**config.mk**
```make
export PLATFORM = sky130hd
export DESIGN_NAME = sas_sequencer
export DESIGN_NICKNAME = d
export VERILOG_FILES = /design/src/pkg/sas_pkg.sv /design/src/rtl/sas_clkdiv.sv /design/src/rtl/sas_result_mem.sv /design/src/rtl/sas_sequencer.sv
export VERILOG_INCLUDE_DIRS = /design/src /design/src/pkg
export SDC_FILE = /design/constraint.sdc
export NUM_CORES = 1
export LEC_CHECK = 0
export BUFFER_PORTS_ARGS = -buffer_cell sky130_fd_sc_hd__buf_4
export CORE_MARGIN = 4
export CORE_UTILIZATION = 60
export DETAILED_ROUTE_END_ITERATION = 7
export PLACE_DENSITY = 0.8
export SYNTH_ARGS = -nofsm -noshare
export SYNTH_HDL_FRONTEND = slang
export SYNTH_SLANG_ARGS = --single-unit
```
**constraint.sdc**
```tcl
create_clock -name clk_i -period 9 [get_ports clk_i]
set_input_delay 2.7 -clock clk_i [delete_from_list [all_inputs] [get_ports clk_i]]
set_output_delay 2.7 -clock clk_i [all_outputs]
set_load 0.02 [all_outputs]
```
**src/pkg/sas_regs.svh**
```systemverilog
// Register indices, field positions, reset values and timing counts of the converter sequencer
`ifndef SAS_REGS_SVH
`define SAS_REGS_SVH

// ==========================================================================
// Register indices on the byte register port
`define SAS_IDX_STATUS      3'h0
`define SAS_IDX_CTRL_ONE    3'h1
`define SAS_IDX_CTRL_TWO    3'h2
`define SAS_IDX_CTRL_THREE  3'h3
`define SAS_IDX_SLOT_FIRST  3'h4
`define SAS_IDX_DATA_BIT    2

// ==========================================================================
// converter_status fields
`define SAS_ST_DONE         0
`define SAS_ST_BUSY         1
`define SAS_ST_OVERRUN      2
`define SAS_ST_PTR_LO       4
`define SAS_ST_RESET        8'h30

// ==========================================================================
// converter_control_one fields
`define SAS_C1_ENABLE       0
`define SAS_C1_IRQ_ENABLE   2

// ==========================================================================
// converter_control_two fields
`define SAS_C2_CHAN_LO      0
`define SAS_C2_REPEAT       4
`define SAS_C2_MULTI_LO     5
`define SAS_C2_START        7
`define SAS_MULTI_SINGLE    2'h0
`define SAS_MULTI_SCAN      2'h1

// ==========================================================================
// converter_control_three fields
`define SAS_C3_DIV_LO       0
`define SAS_C3_DELAY_LO     3
`define SAS_C3_PWREN        6

// ==========================================================================
// Timing: converter clocks per conversion, and the pointer load value
`define SAS_CONV_CLOCKS     4'ha
`define SAS_CONV_LAST       4'h9
`define SAS_PTR_START       2'h3
`define SAS_SLOT_LAST       2'h3
`define SAS_SAR_TOP         8'h80

`endif

```
**src/pkg/sas_pkg.sv**
```systemverilog
// Types shared by the converter sequencer modules
`default_nettype none
package sas_pkg;

  typedef enum logic [2:0] {
    SAS_IDLE    = 3'b001,
    SAS_SETTLE  = 3'b010,
    SAS_CONVERT = 3'b100
  } sas_state_t;

  typedef struct packed {
    sas_state_t  state;
    logic        en;
    logic        converter_irq_enable;
    logic        pwren;
    logic        start;
    logic [1:0]  multi;
    logic        repeat_sel;
    logic [3:0]  chan;
    logic [2:0]  clock_divide_field;
    logic [2:0]  delay;
    logic        done;
    logic        overrun;
    logic [1:0]  ptr;
    logic [3:0]  unread;
    logic [1:0]  seq;
    logic [6:0]  cnt;
    logic [3:0]  step;
    logic [7:0]  sar;
    logic [7:0]  mask;
    logic        irq;
    logic        rd_mem;
    logic [7:0]  rdata;
  } sas_seq_t;

  typedef struct packed {
    logic [4:0] cnt;
  } sas_div_t;

  typedef struct packed {
    logic [3:0][7:0] slot;
    logic [7:0]      q;
  } sas_mem_t;

endpackage
`default_nettype wire

```
**src/rtl/sas_clkdiv.sv**
```systemverilog
// Converter clock enable divider: one-cycle strobe every 2**code system clocks
`timescale 1ns/1ps
`default_nettype none
module sas_clkdiv (
  input  wire logic       clk_i,
  input  wire logic       rst_n_i,
  input  wire logic       run_i,
  input  wire logic [2:0] clock_divide_field_i,
  output logic            tick_o
);

  sas_pkg::sas_div_t s_r;
  sas_pkg::sas_div_t s_nxt;
  logic [4:0]        limit;

  // Reserved codes shift out of six bits and so behave as divide by 32
  assign limit  = 5'((6'h01 << clock_divide_field_i) - 6'h01);
  assign tick_o = run_i && (s_r.cnt == limit);

  always_comb begin
    s_nxt = s_r;
    if (!run_i || tick_o) begin
      s_nxt.cnt = 5'h00;
    end else begin
      s_nxt.cnt = s_r.cnt + 5'h01;
    end
  end

  always_ff @(posedge clk_i or negedge rst_n_i) begin
    if (!rst_n_i) begin
      s_r <= '0;
    end else begin
      s_r <= s_nxt;
    end
  end

endmodule
`default_nettype wire

```
**src/rtl/sas_result_mem.sv**
```systemverilog
// Four-slot result buffer with one write port and a registered read port
`timescale 1ns/1ps
`default_nettype none
module sas_result_mem (
  input  wire logic       clk_i,
  input  wire logic       rst_n_i,
  input  wire logic       we_i,
  input  wire logic [1:0] waddr_i,
  input  wire logic [7:0] wdata_i,
  input  wire logic       re_i,
  input  wire logic [1:0] raddr_i,
  output logic      [7:0] rdata_o
);

  sas_pkg::sas_mem_t s_r;
  sas_pkg::sas_mem_t s_nxt;

  assign rdata_o = s_r.q;

  always_comb begin
    s_nxt = s_r;
    if (re_i) begin
      s_nxt.q = s_r.slot[raddr_i];
    end
    if (we_i) begin
      s_nxt.slot[waddr_i] = wdata_i;
    end
  end

  always_ff @(posedge clk_i or negedge rst_n_i) begin
    if (!rst_n_i) begin
      s_r <= '0;
    end else begin
      s_r <= s_nxt;
    end
  end

endmodule
`default_nettype wire

```
**src/rtl/sas_sequencer.sv**
```systemverilog
// Successive-approximation converter sequencer: registers, mode control and result buffer
`timescale 1ns/1ps
`default_nettype none
`include "sas_regs.svh"
module sas_sequencer #(
  parameter int NUM_CH = 12,
  parameter int DATA_W = 8
) (
  input  wire logic       clk_i,
  input  wire logic       rst_n_i,
  input  wire logic [2:0] reg_idx_i,
  input  wire logic       reg_wr_i,
  input  wire logic       reg_rd_i,
  input  wire logic [7:0] reg_wdata_i,
  output logic      [7:0] reg_rdata_o,
  output logic      [3:0] chan_o,
  output logic            sample_o,
  output logic      [7:0] dac_code_o,
  input  wire logic       comp_i,
  output logic            power_en_o,
  output logic            irq_o
);

  // ==========================================================================
  // Elaboration checks
  generate
    if (DATA_W != 8) begin : g_bad_width
      $error("sas_sequencer: result width must be 8");
    end
    if (NUM_CH < 4 || NUM_CH > 16) begin : g_bad_chan
      $error("sas_sequencer: channel count must be 4 to 16");
    end
  endgenerate

  // ==========================================================================
  // State and helpers
  sas_pkg::sas_seq_t s_r;
  sas_pkg::sas_seq_t s_nxt;
  logic              tick;
  logic              running;
  logic              mem_we;
  logic [1:0]        mem_waddr;
  logic              mem_re;
  logic [7:0]        mem_q;
  logic [6:0]        delay_last;
  logic [1:0]        slot;
  logic              is_scan;
  logic              wr_status;
  logic              wr_ctl1;
  logic              wr_ctl2;
  logic              wr_ctl3;
  logic              rd_slot;
  logic              start_rise;
  logic              set_done;

  assign running    = (s_r.state != sas_pkg::SAS_IDLE);
  // Reserved delay code 111 follows the same rule and gives 128 converter clocks
  assign delay_last = 7'((8'h01 << s_r.delay) - 8'h01);
  assign slot       = s_r.ptr + 2'h1;
  assign is_scan    = (s_r.multi == `SAS_MULTI_SCAN);
  assign wr_status  = reg_wr_i && (reg_idx_i == `SAS_IDX_STATUS);
  assign wr_ctl1    = reg_wr_i && (reg_idx_i == `SAS_IDX_CTRL_ONE);
  assign wr_ctl2    = reg_wr_i && (reg_idx_i == `SAS_IDX_CTRL_TWO);
  assign wr_ctl3    = reg_wr_i && (reg_idx_i == `SAS_IDX_CTRL_THREE);
  assign rd_slot    = reg_rd_i && reg_idx_i[`SAS_IDX_DATA_BIT];
  assign start_rise = wr_ctl2 && reg_wdata_i[`SAS_C2_START] && !s_r.start && s_r.en;
  assign mem_re     = rd_slot;
  assign mem_waddr  = slot;

  // ==========================================================================
  // Outputs toward the analog core and the CPU
  // Scan adds the sequence index; channels above the top are left to the mux
  assign chan_o      = s_r.chan + (is_scan ? {2'h0, s_r.seq} : 4'h0);
  // Sample-and-hold tracks during settling and the first conversion clock
  assign sample_o    = (s_r.state == sas_pkg::SAS_SETTLE) ||
                       ((s_r.state == sas_pkg::SAS_CONVERT) && (s_r.step == 4'h0));
  assign dac_code_o  = s_r.sar;
  assign power_en_o  = s_r.en || !s_r.pwren;
  assign irq_o       = s_r.irq;
  assign reg_rdata_o = s_r.rd_mem ? mem_q : s_r.rdata;

  sas_clkdiv u_div (
    .clk_i   (clk_i),
    .rst_n_i (rst_n_i),
    .run_i   (running),
    .clock_divide_field_i  (s_r.clock_divide_field),
    .tick_o  (tick)
  );

  sas_result_mem u_mem (
    .clk_i   (clk_i),
    .rst_n_i (rst_n_i),
    .we_i    (mem_we),
    .waddr_i (mem_waddr),
    .wdata_i (s_r.sar),
    .re_i    (mem_re),
    .raddr_i (reg_idx_i[1:0]),
    .rdata_o (mem_q)
  );

  // ==========================================================================
  // Next-state logic: software accesses first, hardware events after so they win
  always_comb begin
    s_nxt        = s_r;
    s_nxt.irq    = 1'b0;
    mem_we       = 1'b0;
    set_done     = 1'b0;

    // Register reads answer one cycle later; the source select holds until the next read
    if (reg_rd_i) begin
      s_nxt.rd_mem = 1'b0;
      case (reg_idx_i)
        `SAS_IDX_STATUS: begin
          s_nxt.rdata = {2'h0, s_r.ptr, 1'b0, s_r.overrun, running, s_r.done};
        end
        `SAS_IDX_CTRL_ONE: begin
          s_nxt.rdata = {5'h00, s_r.converter_irq_enable, 1'b0, s_r.en};
        end
        `SAS_IDX_CTRL_TWO: begin
          s_nxt.rdata = {s_r.start, s_r.multi, s_r.repeat_sel, s_r.chan};
        end
        `SAS_IDX_CTRL_THREE: begin
          s_nxt.rdata = {1'b0, s_r.pwren, s_r.delay, s_r.clock_divide_field};
        end
        default: begin
          s_nxt.rd_mem = 1'b1;
        end
      endcase
    end
    if (rd_slot) begin
      s_nxt.done                  = 1'b0;
      s_nxt.unread[reg_idx_i[1:0]] = 1'b0;
    end

    // Only the overrun bit of the status register is writable
    if (wr_status && reg_wdata_i[`SAS_ST_OVERRUN]) begin
      s_nxt.overrun = 1'b0;
    end
    if (wr_ctl1) begin
      s_nxt.en   = reg_wdata_i[`SAS_C1_ENABLE];
      s_nxt.converter_irq_enable = reg_wdata_i[`SAS_C1_IRQ_ENABLE];
    end
    if (wr_ctl2) begin
      s_nxt.chan = reg_wdata_i[`SAS_C2_CHAN_LO +: 4];
      // Mode fields are frozen while a start is pending
      if (!s_r.start) begin
        s_nxt.multi      = reg_wdata_i[`SAS_C2_MULTI_LO +: 2];
        s_nxt.repeat_sel = reg_wdata_i[`SAS_C2_REPEAT];
      end
      s_nxt.start = reg_wdata_i[`SAS_C2_START] && s_r.en;
    end
    if (wr_ctl3) begin
      s_nxt.clock_divide_field  = reg_wdata_i[`SAS_C3_DIV_LO +: 3];
      s_nxt.delay = reg_wdata_i[`SAS_C3_DELAY_LO +: 3];
      s_nxt.pwren = reg_wdata_i[`SAS_C3_PWREN];
    end
    if (start_rise) begin
      s_nxt.ptr   = `SAS_PTR_START;
      s_nxt.seq   = 2'h0;
      s_nxt.cnt   = 7'h00;
      s_nxt.state = sas_pkg::SAS_SETTLE;
    end

    // Sequencer, advanced on each converter clock strobe
    case (s_r.state)
      sas_pkg::SAS_IDLE: begin
      end
      sas_pkg::SAS_SETTLE: begin
        if (tick) begin
          if (s_r.cnt == delay_last) begin
            s_nxt.cnt   = 7'h00;
            s_nxt.step  = 4'h0;
            s_nxt.state = sas_pkg::SAS_CONVERT;
          end else begin
            s_nxt.cnt = s_r.cnt + 7'h01;
          end
        end
      end
      sas_pkg::SAS_CONVERT: begin
        if (tick) begin
          s_nxt.step = s_r.step + 4'h1;
          if (s_r.step == 4'h0) begin
            s_nxt.sar  = `SAS_SAR_TOP;
            s_nxt.mask = `SAS_SAR_TOP;
          end else if (s_r.step != `SAS_CONV_LAST) begin
            // Drop the trial bit when the level is above the input, try the next
            s_nxt.sar  = (comp_i ? s_r.sar : (s_r.sar & ~s_r.mask)) | (s_r.mask >> 1);
            s_nxt.mask = s_r.mask >> 1;
          end else begin
            // Tenth converter clock: store and decide what follows
            mem_we       = 1'b1;
            s_nxt.ptr    = slot;
            s_nxt.unread[slot] = 1'b1;
            if (s_r.unread[slot]) begin
              s_nxt.overrun = 1'b1;
            end
            s_nxt.cnt   = 7'h00;
            s_nxt.state = sas_pkg::SAS_SETTLE;
            if (!is_scan && !s_r.repeat_sel) begin
              set_done    = 1'b1;
              s_nxt.start = 1'b0;
              s_nxt.state = sas_pkg::SAS_IDLE;
            end else if (!is_scan) begin
              if (!s_nxt.start) begin
                set_done    = 1'b1;
                s_nxt.state = sas_pkg::SAS_IDLE;
              end else if (slot == `SAS_SLOT_LAST) begin
                set_done = 1'b1;
              end
            end else begin
              s_nxt.seq = s_r.seq + 2'h1;
              if (s_r.seq == `SAS_SLOT_LAST) begin
                set_done = 1'b1;
                if (!s_r.repeat_sel) begin
                  s_nxt.start = 1'b0;
                  s_nxt.state = sas_pkg::SAS_IDLE;
                end else if (!s_nxt.start) begin
                  s_nxt.state = sas_pkg::SAS_IDLE;
                end
              end
            end
          end
        end
      end
      default: begin
        s_nxt.state = sas_pkg::SAS_IDLE;
      end
    endcase

    if (set_done) begin
      s_nxt.done = 1'b1;
      s_nxt.irq  = s_r.converter_irq_enable;
    end

    // Disabling aborts everything; buffered data stays but counts as read
    if (!s_nxt.en) begin
      s_nxt.state   = sas_pkg::SAS_IDLE;
      s_nxt.start   = 1'b0;
      s_nxt.done    = 1'b0;
      s_nxt.overrun = 1'b0;
      s_nxt.unread  = 4'h0;
      s_nxt.irq     = 1'b0;
      s_nxt.seq     = 2'h0;
      s_nxt.cnt     = 7'h00;
    end
  end

  always_ff @(posedge clk_i or negedge rst_n_i) begin
    if (!rst_n_i) begin
      s_r       <= '0;
      s_r.state <= sas_pkg::SAS_IDLE;
      s_r.ptr   <= `SAS_PTR_START;
    end else begin
      s_r <= s_nxt;
    end
  end

endmodule
`default_nettype wire

```
==> flow_summary.yaml <==
status:
  status: "complete, no violations"
critical_path:
  worst-setup-path-type: "reg -> out"
  cp-startpoint: "s_r[58]$_DFFE_PN0P_"
  rrSetupSlack_ps: 5620
  worst_setup_path_start_kind: "flop"
  cp.required_ps: 6300
  ff2ff_path_depth: 8
  cp-end-kind: "output port"
  endpoint: "chan_o[2]"
  arrival_ps: 2330
  r2r-end: "u_mem.s_r[28]$_DFFE_PN0P_"
  cp_max_fo: 7
  worstReg2RegStart: "s_r[51]$_DFFE_PN0P_"
floorplanning:
  die-height_um: 107
  core-area_um2: 9330
  die-area_um2: 11400
  initial_core_util: 0.625
  die_w_um: 107
  io_pins: 39
  num_rows: 35
clock_network:
  cts_tree: "yes"
  clk_pin_slew_ps: 110
  holdBufCountCts: 0
  ctsHtreeMaxLevel: 3
  cts_root_buf: "clkbuf_8"
  cts.sinks: 112
  cts_setup_buffers: 0
  clk_latency_ps: 380
  clock_path_buffers: 2
  post_cts_resized: 0
  numCtsBuffers: 9
synth:
  ys_ff_latch: 112
  synthDistinctLibCells: 59
  synth_area_per_cell_um2: 11.0
  synth_top_area_frac: 0.468
  synth-edff-count: 0
  synth.cell_area_um2: 5830
  synth_area_leaders: "dfrtp_1 (47%), mux2_2 (12%), mux4_2 (4.3%)"
  ys_warn_count: 0
  synth_area_leader_cell: "dfrtp_1"
  async_flop_share: 1.00
  synth.yosys.seq_area_share: 0.482
  postSynthNetCount: 562
  synth_cells: 531
  synth_flop_cell: "dfrtp_1"
sta:
  finalCritPeriodShare: 0.559
  min_period_ps: 5030
  tightest_slew_ps: 1040
  relSlewSlack: 0.305
  max_freq_mhz: 199
  setup_tns_ps: 0
  setup_viol: 0
  skew_ps: 18.2
  drv_slew: 0
  setup_ws_ps: 3970
  rsz0062_at_grt: "false"
  hold_viol: 0
detailed_routing:
  wl_met1_mm: 5.66
  wl_per_cell_um: 18.2
  via_count: 4207
  drc: 0
  met3_length_um: 584
  first_pass_iters: 8
  vias_per_cell: 6.15
  drt_wl_total_mm: 12.4
  final_antenna_net_count: 0
  drtIter0Drc: 278
  dr.max_layer_used: "met4"
  wl_met2_mm: 5.98
cells_and_area:
  area_growth_pct: 8.85
  num_antenna_cells: 0
  nNetsFinal: 581
  final_cell_mix: "dfrtp_1 (109), mux2_2 (64), nand2_1 (46), buf_4 (41), o21ai_0 (40)"
  layout_commonest_cell: "dfrtp_1"
  final_core_util: 0.680
  drive_gt1_frac: 0.256
  fin_cells: 684
power_and_ir_drop:
  p_per_area_nw_per_um2: 166
  leakagePower_nw: 2.91
  ir_worst_vdd_v: 0.0000824
global_route:
  grt-ovfl-total: 0
  grt_usage: 0.236
  grt_pass1_vias: 4191
  grt_pass1_wl_mm: 21.3
  antenna_found_initial: 0
  grt_max_degree: 86
placement:
  gp_congestion: 0.939
  dp_hpwl_mm: 8.83
  pre_cts_ws_ps: 4080
  placedCellCount: 668
  io_buffers: 38
hold_path:
  hold_path.class: "reg -> reg"
flow_run:
  drv_cap: 0
-- cell type report --
cell class / count / area [um2]
tap: 129 / 161
timing repair buffer: 41 / 308
clock buffer: 10 / 138
fill: 719 / 2990
clock inverter: 6 / 65.1
multi-input combinational: 363 / 2780
inverter: 23 / 86.3
sequential: 112 / 2810
-- Yosys cell counts (2+ instances only) --
library cell / instances
a211oi_1: 4
a21o_1: 5
a21oi_1: 21
a31oi_1: 3
and2_1: 2
and3_1: 10
and4_1: 2
buf_1: 3
buf_4: 8
clkbuf_1: 20
dfrtp_1: 109
dfstp_2: 3
ha_1: 14
inv_1: 22
mux2_2: 64
mux2i_1: 8
mux4_2: 11
nand2_1: 46
nand2_2: 4
nand2b_1: 8
nand3_1: 16
nand3b_1: 3
nand4_1: 2
nor2_1: 22
nor2b_1: 6
nor3_1: 7
nor3b_1: 2
nor4_1: 2
nor4bb_1: 2
o2111ai_1: 4
o211ai_1: 3
o21ai_0: 40
o21ai_1: 2
o22ai_1: 4
o31a_1: 3
o31ai_1: 4
or3_1: 5
or4_1: 3
xnor2_1: 8
xor2_1: 7
-- cells by family (layout without fill, tap and decap cells) --
logic type,count (synthesis),after routing,share of synthesized area
DFF,112,112,0.482
adders and majority gates,15,15,0.0335
AOI/OAI and AO/OA,105,105,0.114
muxes,83,83,0.180
xor gates and xnor gates,15,15,0.0225
buffers and inverters,56,80,0.0417
and+or+nand+nor,145,145,0.126
-- layer usage --
layer	up-vias	track usage
met5	-	0
met1	2129	0.328
met2	118	0.375
met4	0	0.0767
li1	1941	-
met3	19	0.0468
-- metrics by stage --
step           total power, mW  hold WS (ps)  instance area, um2
2_1_floorplan            0.693           445                5830
3_3_place_gp             0.749           459                6140
3_5_place_dp             0.758           471                6140
4_1_cts                   1.06           497                6340
5_1_grt                   1.11           537                6340
6_report                  1.05           490                6340
-- power breakdown --
group / total [mW] / switching [mW] / internal, mW
clock: 0.304 / 0.186 / 0.118
combinational: 0.184 / 0.104 / 0.0805
sequential: 0.565 / 0.0366 / 0.529
total: 1.05 / 0.327 / 0.727
-- critical path, cell delays in order (launching register included) --
cell     delay, ps
dfrtp_1        400
nor2b_1        410
and2_1         210
ha_1           170
inv_1           60
fa_1           370
xnor2_1        160
buf_4          160
-- registers in the layout, summed over array words and instances (netlist names) --
name           flops
u_div.s_r          5
u_mem.s_r         32
irq_o              1
u_mem.rdata_o      8
dac_code_o         8
s_r               58
-- how the worst min path moves through the flow --
stage / slack, ps / start / depth (start not counted) / to
after floorplan: 440 / s_r[7]$_DFFE_PN0P_ / 2 / s_r[7]$_DFFE_PN0P_
after global placement: 460 / s_r[10]$_DFFE_PN0P_ / 2 / s_r[10]$_DFFE_PN0P_
after detailed placement: 470 / s_r[4]$_DFFE_PN0P_ / 2 / s_r[4]$_DFFE_PN0P_
after CTS: 500 / s_r[6]$_DFFE_PN0P_ / 2 / s_r[6]$_DFFE_PN0P_
after global routing: 540 / s_r[1]$_DFFE_PN0P_ / 2 / s_r[1]$_DFFE_PN0P_
final: 490 / s_r[6]$_DFFE_PN0P_ / 2 / s_r[6]$_DFFE_PN0P_
No activity file was read; power rests on OpenSTA's default activity.
